## src/inc/mlw_pkg.sv

```systemverilog
package mlw_pkg;

	localparam int unsigned NUM_VEC    = 10;
	localparam int unsigned NUM_SRC    = 14;
	localparam int unsigned NUM_EXT    = 4;
	localparam int unsigned VEC_ADDR_W = 17;

	// vector address = base + step * index
	localparam logic [VEC_ADDR_W-1:0] VEC_BASE = 17'h00003;
	localparam logic [VEC_ADDR_W-1:0] VEC_STEP = 17'h00008;

	// service levels, ordered highest above high above low
	typedef enum logic [1:0] {
		MLW_LVL_NONE    = 2'h0,
		MLW_LVL_LOW     = 2'h1,
		MLW_LVL_HIGH    = 2'h2,
		MLW_LVL_HIGHEST = 2'h3
	} mlw_lvl_e;

	// vectors below this index choose highest instead of high
	localparam int unsigned NUM_XVEC = 2;

	// source index to vector index
	typedef logic [3:0] mlw_vidx_t;
	localparam mlw_vidx_t SRC_TO_VEC [NUM_SRC] = '{
		4'h0, 4'h1, 4'h2, 4'h2, 4'h3, 4'h3, 4'h4,
		4'h5, 4'h5, 4'h7, 4'h7, 4'h8, 4'h9, 4'h9
	};

	// register byte offsets
	localparam logic [7:0] REG_STATUS  = 8'h00;
	localparam logic [7:0] REG_MASK    = 8'h04;
	localparam logic [7:0] REG_LEVEL   = 8'h08;
	localparam logic [7:0] REG_EXTMODE = 8'h0C;
	localparam logic [7:0] REG_STANDBY = 8'h10;
	localparam logic [7:0] REG_SERVICE = 8'h14;

	// reset values
	localparam logic [NUM_VEC-1:0] MASK_RST    = 10'h000;
	localparam logic [NUM_VEC-1:0] LEVEL_RST   = 10'h000;
	localparam logic [NUM_EXT-1:0] EXTMODE_RST = 4'h0;

	// standby register write codes, bits 1:0
	localparam logic [1:0] SBY_CMD_HALT = 2'h1;
	localparam logic [1:0] SBY_CMD_HOLD = 2'h2;

	// number of ext inputs able to end deep sleep, and how many need level mode
	localparam int unsigned NUM_HOLD_WAKE = 3;
	localparam int unsigned NUM_HOLD_LVL  = 2;

	typedef enum logic [1:0] {
		MLW_SBY_RUN  = 2'b00,
		MLW_SBY_HALT = 2'b01,
		MLW_SBY_HOLD = 2'b11
	} mlw_sby_e;

	function automatic mlw_lvl_e mlw_vec_level(input int unsigned idx, input logic cfg);
		if (!cfg)
			return MLW_LVL_LOW;
		else if (idx < NUM_XVEC)
			return MLW_LVL_HIGHEST;
		else
			return MLW_LVL_HIGH;
	endfunction

endpackage

```

## src/inc/mlw_arb_if.sv

```systemverilog
`timescale 1ns/1ps
interface mlw_arb_if;
	import mlw_pkg::*;

	logic [NUM_VEC-1:0] req;
	logic [NUM_VEC-1:0] lvl_cfg;
	mlw_lvl_e           cur_lvl;
	logic               grant;
	mlw_vidx_t          gvec;
	mlw_lvl_e           glvl;

	modport arb (input req, input lvl_cfg, input cur_lvl, output grant, output gvec, output glvl);
	modport ctl (output req, output lvl_cfg, output cur_lvl, input grant, input gvec, input glvl);
endinterface

```

## src/verilog/mlw_arbiter.sv

```systemverilog
`timescale 1ns/1ps
module mlw_arbiter
	import mlw_pkg::*;
(
	mlw_arb_if.arb a
);

	always_comb
	begin
		mlw_lvl_e  best_lvl;
		mlw_vidx_t best_idx;
		mlw_lvl_e  lv;
		best_lvl = MLW_LVL_NONE;
		best_idx = 4'h0;
		lv       = MLW_LVL_NONE;
		// walk downward so equal levels end on the smallest vector
		for (int i = NUM_VEC - 1; i >= 0; i--)
		begin
			lv = mlw_vec_level(i, a.lvl_cfg[i]);
			if (a.req[i] && (lv > a.cur_lvl) && (lv >= best_lvl))
			begin
				best_lvl = lv;
				best_idx = mlw_vidx_t'(i);
			end
		end
		a.grant = (best_lvl != MLW_LVL_NONE);
		a.gvec  = best_idx;
		a.glvl  = best_lvl;
	end

endmodule // mlw_arbiter

```

## src/verilog/mlw_irq_ctrl.sv

```systemverilog
`timescale 1ns/1ps
////////////////////////////////////////////////////////////////////////////////
module mlw_irq_ctrl
	import mlw_pkg::*;
(
	input  wire logic                  clk_i,
	input  wire logic                  rst_i,
	input  wire logic                  wb_cyc_i,
	input  wire logic                  wb_stb_i,
	input  wire logic                  wb_we_i,
	input  wire logic [7:0]            wb_adr_i,
	input  wire logic [3:0]            wb_sel_i,
	input  wire logic [31:0]           wb_dat_i,
	output logic      [31:0]           wb_dat_o,
	output logic                       wb_ack_o,
	input  wire logic [NUM_EXT-1:0]    ext_irq_i,
	input  wire logic [NUM_SRC-1:0]    periph_irq_i,
	input  wire logic                  rst_pin_n_i,
	input  wire logic                  sys_rst_i,
	input  wire logic                  irq_ack_i,
	input  wire logic                  irq_ret_i,
	output logic                       irq_req_o,
	output logic [VEC_ADDR_W-1:0]      irq_vec_o,
	output logic [1:0]                 irq_lvl_o,
	output logic                       irq_o,
	output logic                       cpu_run_o,
	output logic                       periph_run_o,
	output logic                       rc_osc_en_o
);

	////////////////////////////////////////////////////////////////////////////
	// pin synchronisers
	logic [NUM_EXT-1:0] ext_s1_reg;
	logic [NUM_EXT-1:0] ext_s2_reg;
	logic [NUM_EXT-1:0] ext_d_reg;
	logic               rpin_s1_reg;
	logic               rpin_s2_reg;

	always_ff @(posedge clk_i)
	begin
		if (rst_i)
		begin
			ext_s1_reg  <= 4'h0;
			ext_s2_reg  <= 4'h0;
			ext_d_reg   <= 4'h0;
			rpin_s1_reg <= 1'h1;
			rpin_s2_reg <= 1'h1;
		end
		else
		begin
			ext_s1_reg  <= ext_irq_i;
			ext_s2_reg  <= ext_s1_reg;
			ext_d_reg   <= ext_s2_reg;
			rpin_s1_reg <= rst_pin_n_i;
			rpin_s2_reg <= rpin_s1_reg;
		end
	end

	////////////////////////////////////////////////////////////////////////////
	// registers
	logic [NUM_VEC-1:0] status_reg;
	logic [NUM_VEC-1:0] mask_reg;
	logic [NUM_VEC-1:0] level_reg;
	logic [NUM_EXT-1:0] extmode_reg;
	mlw_sby_e           sby_reg;
	mlw_sby_e           sby_next;
	logic [2:0]         insvc_reg;
	mlw_lvl_e           cur_lvl;
	logic               wb_hit;
	logic               wb_wr;
	logic [31:0]        wmask;
	logic [31:0]        wdat;

	assign wb_hit = wb_cyc_i && wb_stb_i && !wb_ack_o;
	assign wb_wr  = wb_hit && wb_we_i;
	assign wmask  = {16'h0000, {8{wb_sel_i[1]}}, {8{wb_sel_i[0]}}};
	assign wdat   = wb_dat_i & wmask;

	always_ff @(posedge clk_i)
	begin
		if (rst_i)
			wb_ack_o <= 1'b0;
		else
			wb_ack_o <= wb_hit;
	end

	always_ff @(posedge clk_i)
	begin
		if (rst_i)
			wb_dat_o <= 32'h00000000;
		else if (wb_hit && !wb_we_i)
		begin
			unique case (wb_adr_i)
				REG_STATUS:  wb_dat_o <= 32'(status_reg);
				REG_MASK:    wb_dat_o <= 32'(mask_reg);
				REG_LEVEL:   wb_dat_o <= 32'(level_reg);
				REG_EXTMODE: wb_dat_o <= 32'(extmode_reg);
				REG_STANDBY: wb_dat_o <= 32'(sby_reg);
				REG_SERVICE: wb_dat_o <= {27'h0000000, insvc_reg, cur_lvl};
				default:     wb_dat_o <= 32'h00000000;
			endcase
		end
	end

	always_ff @(posedge clk_i)
	begin
		if (rst_i)
		begin
			mask_reg    <= MASK_RST;
			level_reg   <= LEVEL_RST;
			extmode_reg <= EXTMODE_RST;
		end
		else if (wb_wr)
		begin
			if (wb_adr_i == REG_MASK)
				mask_reg <= (mask_reg & ~wmask[NUM_VEC-1:0]) | wdat[NUM_VEC-1:0];
			if (wb_adr_i == REG_LEVEL)
				level_reg <= (level_reg & ~wmask[NUM_VEC-1:0]) | wdat[NUM_VEC-1:0];
			if (wb_adr_i == REG_EXTMODE)
				extmode_reg <= (extmode_reg & ~wmask[NUM_EXT-1:0]) | wdat[NUM_EXT-1:0];
		end
	end

	////////////////////////////////////////////////////////////////////////////
	// source events and sticky status
	logic [NUM_EXT-1:0] ext_evt;
	logic [NUM_SRC-1:0] src_evt;
	logic [NUM_VEC-1:0] vec_set;
	logic [NUM_VEC-1:0] vec_clr;

	// extmode bit high selects level detection, else rising edge
	assign ext_evt = (extmode_reg & ext_s2_reg) | (~extmode_reg & ext_s2_reg & ~ext_d_reg);

	// ext inputs share sources 0,1,2,4 with the peripherals
	always_comb
	begin
		src_evt    = periph_irq_i;
		src_evt[0] = periph_irq_i[0] | ext_evt[0];
		src_evt[1] = periph_irq_i[1] | ext_evt[1];
		src_evt[2] = periph_irq_i[2] | ext_evt[2];
		src_evt[4] = periph_irq_i[4] | ext_evt[3];
	end

	always_comb
	begin
		vec_set = '0;
		for (int s = 0; s < NUM_SRC; s++)
			vec_set[SRC_TO_VEC[s]] = vec_set[SRC_TO_VEC[s]] | src_evt[s];
	end

	assign vec_clr = (wb_wr && wb_adr_i == REG_STATUS) ? wdat[NUM_VEC-1:0] : '0;

	// a new event in the clearing cycle survives
	always_ff @(posedge clk_i)
	begin
		if (rst_i)
			status_reg <= '0;
		else
			status_reg <= (status_reg & ~vec_clr) | vec_set;
	end

	always_ff @(posedge clk_i)
	begin
		if (rst_i)
			irq_o <= 1'b0;
		else
			irq_o <= |(((status_reg & ~vec_clr) | vec_set) & mask_reg);
	end

	////////////////////////////////////////////////////////////////////////////
	// arbitration and nesting
	mlw_arb_if arb_bus ();
	mlw_lvl_e  taken_lvl;
	logic      take;

	// in-service bit n stands for level n+1; the top one is the current level
	always_comb
	begin
		if (insvc_reg[2])
			cur_lvl = MLW_LVL_HIGHEST;
		else if (insvc_reg[1])
			cur_lvl = MLW_LVL_HIGH;
		else if (insvc_reg[0])
			cur_lvl = MLW_LVL_LOW;
		else
			cur_lvl = MLW_LVL_NONE;
	end

	assign arb_bus.req     = status_reg & mask_reg;
	assign arb_bus.lvl_cfg = level_reg;
	assign arb_bus.cur_lvl = cur_lvl;

	mlw_arbiter u_arb (
		.a (arb_bus.arb)
	);

	assign taken_lvl = mlw_lvl_e'(irq_lvl_o);
	assign take      = irq_ack_i && irq_req_o;

	always_ff @(posedge clk_i)
	begin
		if (rst_i)
			insvc_reg <= 3'h0;
		else if (take)
			insvc_reg[taken_lvl - 2'h1] <= 1'b1;
		else if (irq_ret_i)
		begin
			if (insvc_reg[2])
				insvc_reg[2] <= 1'b0;
			else if (insvc_reg[1])
				insvc_reg[1] <= 1'b0;
			else
				insvc_reg[0] <= 1'b0;
		end
	end

	// request dropped in the taking cycle so a stale grant is never offered
	always_ff @(posedge clk_i)
	begin
		if (rst_i)
		begin
			irq_req_o <= 1'b0;
			irq_vec_o <= '0;
			irq_lvl_o <= 2'h0;
		end
		else
		begin
			irq_req_o <= arb_bus.grant && !take && !irq_ret_i && sby_next != MLW_SBY_HOLD;
			irq_vec_o <= VEC_BASE + VEC_ADDR_W'(arb_bus.gvec) * VEC_STEP;
			irq_lvl_o <= arb_bus.glvl;
		end
	end

	////////////////////////////////////////////////////////////////////////////
	// standby
	logic hw_wake;
	logic hold_wake;
	logic [NUM_HOLD_WAKE-1:0] hold_src;

	assign hw_wake = !rpin_s2_reg || sys_rst_i;

	// edge-configured inputs a and b cannot end deep sleep
	assign hold_src  = ext_s2_reg[NUM_HOLD_WAKE-1:0]
		& {1'b1, extmode_reg[NUM_HOLD_LVL-1:0]};
	assign hold_wake = |hold_src;

	always_comb
	begin
		sby_next = sby_reg;
		unique case (sby_reg)
			MLW_SBY_RUN:
			begin
				if (wb_wr && wb_adr_i == REG_STANDBY && wdat[1:0] == SBY_CMD_HALT)
					sby_next = MLW_SBY_HALT;
				else if (wb_wr && wb_adr_i == REG_STANDBY && wdat[1:0] == SBY_CMD_HOLD)
					sby_next = MLW_SBY_HOLD;
			end
			MLW_SBY_HALT:
			begin
				if (hw_wake || arb_bus.grant)
					sby_next = MLW_SBY_RUN;
			end
			MLW_SBY_HOLD:
			begin
				if (hw_wake || hold_wake)
					sby_next = MLW_SBY_RUN;
			end
			default: sby_next = MLW_SBY_RUN;
		endcase
	end

	always_ff @(posedge clk_i)
	begin
		if (rst_i)
			sby_reg <= MLW_SBY_RUN;
		else
			sby_reg <= sby_next;
	end

	always_ff @(posedge clk_i)
	begin
		if (rst_i)
		begin
			cpu_run_o    <= 1'b1;
			periph_run_o <= 1'b1;
			rc_osc_en_o  <= 1'b1;
		end
		else
		begin
			cpu_run_o    <= (sby_next == MLW_SBY_RUN);
			periph_run_o <= (sby_next != MLW_SBY_HOLD);
			rc_osc_en_o  <= (sby_next != MLW_SBY_HOLD);
		end
	end
endmodule // mlw_irq_ctrl

```

## config.mk

```make
export PLATFORM = sky130hd
export DESIGN_NAME = mlw_irq_ctrl
export DESIGN_NICKNAME = d
export VERILOG_FILES = /design/src/inc/mlw_pkg.sv /design/src/inc/mlw_arb_if.sv /design/src/verilog/mlw_arbiter.sv /design/src/verilog/mlw_irq_ctrl.sv
export SDC_FILE = /design/constraint.sdc
export NUM_CORES = 1
export LEC_CHECK = 0
export BUFFER_PORTS_ARGS = -buffer_cell sky130_fd_sc_hd__buf_4
export CORE_ASPECT_RATIO = 1.2
export CORE_MARGIN = 1
export CORE_UTILIZATION = 35
export DETAILED_ROUTE_END_ITERATION = 12
export PLACE_DENSITY_LB_ADDON = 0.08
export SLEW_MARGIN = 15
export SYNTH_ARGS = -nofsm -noshare
export SYNTH_HDL_FRONTEND = slang
export SYNTH_SLANG_ARGS = --single-unit
```

## constraint.sdc

```tcl
create_clock -name clk_i -period 10.4 [get_ports clk_i]
set_clock_uncertainty 0.1 [all_clocks]
set_input_delay 1.56 -clock clk_i [delete_from_list [all_inputs] [get_ports clk_i]]
set_output_delay 1.56 -clock clk_i [all_outputs]
set_load 0.02 [all_outputs]
```

==> impl_metrics.env <==
export IMPL_multi_input_area_um2=2830
export IMPL_area_delta_synth_final_pct=24.2
export IMPL_cts_buffers=9
export IMPL_hold_viol_final=0
export IMPL_fin_ws_ps=683
export IMPL_fill_cells=1234
export IMPL_clk_pin_slew_ps=60
export IMPL_grt_util_all_layers_pct=19.1
export IMPL_start_util_pct=35.8
export IMPL_cp_data_required_time_ps=10530
export IMPL_ant_nets=0
export IMPL_wl_mm=12.3
export IMPL_place_gp_congestion=0.792
export IMPL_seq_area_um2=1500
export IMPL_async_flop_share_pct=0
export IMPL_tightest_slew_ps=1160
export IMPL_path_max_fanout=4
export IMPL_run_status="completed"
export IMPL_grt_pass1_wl_mm=19.6
export IMPL_arrival_ps=9840
export IMPL_hp_start="rpin_s1_reg$_SDFF_PP1_"
export IMPL_slew_headroom_pct=22.7
export IMPL_grt_pass1_vias=3751
export IMPL_h_tree_depth=3
export IMPL_avgSynthCellArea_um2=8.74
export IMPL_synth_area_leaders="dfxtp_1, ha_1, mux2i_1, buf_4, nor2_1"
export IMPL_synth_ff_type="dfxtp_1"
export IMPL_postCtsHoldBufs=0
export IMPL_r2r_setup_slack_ps=680
export IMPL_max_stage_delay_ps=440
export IMPL_dp_slack_ps=100
export IMPL_dpl_hpwl_mm=9.30
export IMPL_worstSetupEndpointType="register"
export IMPL_holdPathStages=1
export IMPL_fin_hold_ws_ps=310
export IMPL_met2_usage_pct=33.8
export IMPL_yosys_warnings=0
export IMPL_slowest_stage="or4b_1"
export IMPL_dieHeight_um=126
export IMPL_fp_dieW_um=106
export IMPL_timing_rr_start="insvc_reg[1]$_SDFFE_PP0P_"
export IMPL_critPathKind="register to register"
export IMPL_grt_max_degree=64
export IMPL_cp_start_kind="register"
export IMPL_routedWlPerCell_um=15.9
export IMPL_dr_pass1_iters=4
export IMPL_io_pins=128
export IMPL_drv_cap=0
export IMPL_power_density_nw_per_um2=120
export IMPL_reg2reg_to="irq_req_o$_SDFF_PP0_"
export IMPL_synth_top_cell_area_share_pct=33.2
export IMPL_cts_sinks=75
export IMPL_drive_above_1_share_pct=24.8
export IMPL_vias=3934
export IMPL_p_leak_uw=0.00233
export IMPL_antenna_found_initial=0
export IMPL_fmax_mhz=103
export IMPL_slew_viol_final=0
export IMPL_finalNonFillerCells=773
export IMPL_worstRegToRegCells=55
export IMPL_cts_path_max_buffers=2
export IMPL_viasPerCell=5.09
export IMPL_yosys_cell_types_count=73
export IMPL_diodes=0
export IMPL_seq_area_frac_synth_pct=33.2
export IMPL_fp_coreArea_um2=12600
export IMPL_hold_class="register to register"
export IMPL_grtUsageMet3_pct=2.72
export IMPL_min_period_ps=9720
export IMPL_setup_violations=0
export IMPL_rows=45
export IMPL_synth_cells=517
export IMPL_portBuffers=70
export IMPL_gr_total_overflow=0
export IMPL_drt_iter0_drc=165
export IMPL_cts_root_buf="clkbuf_16"
export IMPL_synth_seq_cells=75
export IMPL_drc=0
export IMPL_grt_busiest_layer="met2"
export IMPL_synth_area_leader_cell="dfxtp_1"
export IMPL_nets=706
export IMPL_dieArea_um2=13400
export IMPL_gr_usage_met1_pct=23.0
export IMPL_cts_tree="yes"
export IMPL_dp_cells=754
export IMPL_period_share_pct=93.4
export IMPL_hold_end="rpin_s2_reg$_SDFF_PP1_"
export IMPL_synth_area_um2=4520
export IMPL_peakVddDrop_mv=0.0951
export IMPL_clk_latency_ps=340
export IMPL_synth_edf_count=0
how the worst max path moves through the flow:
stage | start | cells past startpoint | slack [ps] | endpoint
2_1_floorplan | insvc_reg[1]$_SDFFE_PP0P_ | 53 | 210 | irq_vec_o[6]$_SDFF_PP0_
3_3_place_gp | insvc_reg[2]$_SDFFE_PP0P_ | 54 | 240 | irq_vec_o[6]$_SDFF_PP0_
3_5_place_dp | insvc_reg[2]$_SDFFE_PP0P_ | 54 | 100 | irq_vec_o[6]$_SDFF_PP0_
4_1_cts | insvc_reg[2]$_SDFFE_PP0P_ | 54 | 70 | irq_vec_o[6]$_SDFF_PP0_
5_1_grt | insvc_reg[1]$_SDFFE_PP0P_ | 56 | -30 | irq_req_o$_SDFF_PP0_
6_report | insvc_reg[1]$_SDFFE_PP0P_ | 55 | 680 | irq_req_o$_SDFF_PP0_
routing by layer:
metal,part of all wire [%],vias to the layer above
met5,0,-
met4,2.1,0
met3,3.2,18
met2,50,98
met1,45,1854
li1,-,1964
power by group:
part	internal (uW)	leakage (uW)	total [uW]	switching, uW
clock network	190	0.000148	326	137
registers	292	0.000611	295	3.01
logic	19.5	0.00157	50.8	31.4
total	501	0.00233	673	171
through the flow:
step | util, % | power (uW) | TNS, ps | cell area (um^2)
6_report | 44.5 | 673 | 0 | 5620
5_1_grt | 44.5 | 698 | -34.9 | 5620
4_1_cts | 43.7 | 681 | 0 | 5510
3_5_place_dp | 41.2 | 353 | 0 | 5200
3_3_place_gp | 41.2 | 352 | 0 | 5200
2_1_floorplan | - | 340 | 0 | 4640
placed cells by master (no fill, tap or decap), types with 7 or more instances in the layout:
| cell | Yosys | final |
|---|---|---|
| a211oi_1 | 7 | 7 |
| a21oi_1 | 16 | 11 |
| a22oi_1 | 12 | 12 |
| and2_1 | 10 | 10 |
| buf_4 | 35 | 94 |
| clkbuf_16 | 0 | 9 |
| conb_1 | 1 | 33 |
| dfxtp_1 | 75 | 73 |
| ha_1 | 31 | 29 |
| inv_1 | 17 | 15 |
| mux2i_1 | 33 | 33 |
| nand2_1 | 40 | 40 |
| nand2b_1 | 14 | 14 |
| nor2_1 | 70 | 67 |
| nor2b_1 | 22 | 21 |
| nor3_1 | 7 | 7 |
| o21ai_0 | 13 | 12 |
cells by family after synthesis:
group,share of synthesized area (%)
AO/OA/AOI/OAI,17.5
XOR/XNOR,0.194
multiplexers,9.05
AND/OR/NAND/NOR,22.3
adder cells (fa/ha/maj),9.02
buffers and inverters,8.66
other,0.0830
flip-flops,33.2
what timing repair did:
action / CTS / global route
setup buffers: 0 / 3
setup endpoints to repair: 0 / 9
gates resized for setup: 0 / 21
cell usage after synthesis, types with 3 or more instances:
| cell type | count |
|---|---|
| or2_2 | 5 |
| buf_4 | 35 |
| o2111ai_1 | 4 |
| clkbuf_1 | 9 |
| a211oi_1 | 7 |
| and2_1 | 10 |
| nand2_1 | 40 |
| a21oi_1 | 16 |
| a31oi_1 | 5 |
| nand4_1 | 3 |
| nand3_1 | 5 |
| nor2b_1 | 22 |
| nor3b_1 | 4 |
| nor3_1 | 7 |
| or3_1 | 3 |
| o21ai_0 | 13 |
| buf_1 | 4 |
| nor2_1 | 70 |
| ha_1 | 31 |
| mux2i_1 | 33 |
| nand2b_1 | 14 |
| nor4_1 | 3 |
| inv_1 | 17 |
| o22ai_1 | 3 |
| a21o_1 | 5 |
| a22oi_1 | 12 |
| dfxtp_1 | 75 |
critical path, delay by kind of cell, from the launching register on:
family / cells / cell delay (ps)
AO/OA/AOI/OAI: 18 / 2850
adder cells (fa/ha/maj): 9 / 2290
buffers and inverters: 4 / 470
flip-flops: 1 / 310
AND/OR/NAND/NOR: 24 / 3580
area by class of cell:
class / count / share of cell area (%)
Multi-Input combinational cell: 407 / 50.4
Clock inverter: 7 / 1.49
Sequential cell: 75 / 26.8
Clock buffer: 9 / 4.01
Inverter: 17 / 1.14
Timing Repair Buffer: 94 / 12.6
Tap cell: 164 / 3.65
Note: power is estimated with default switching activity, not from simulation.
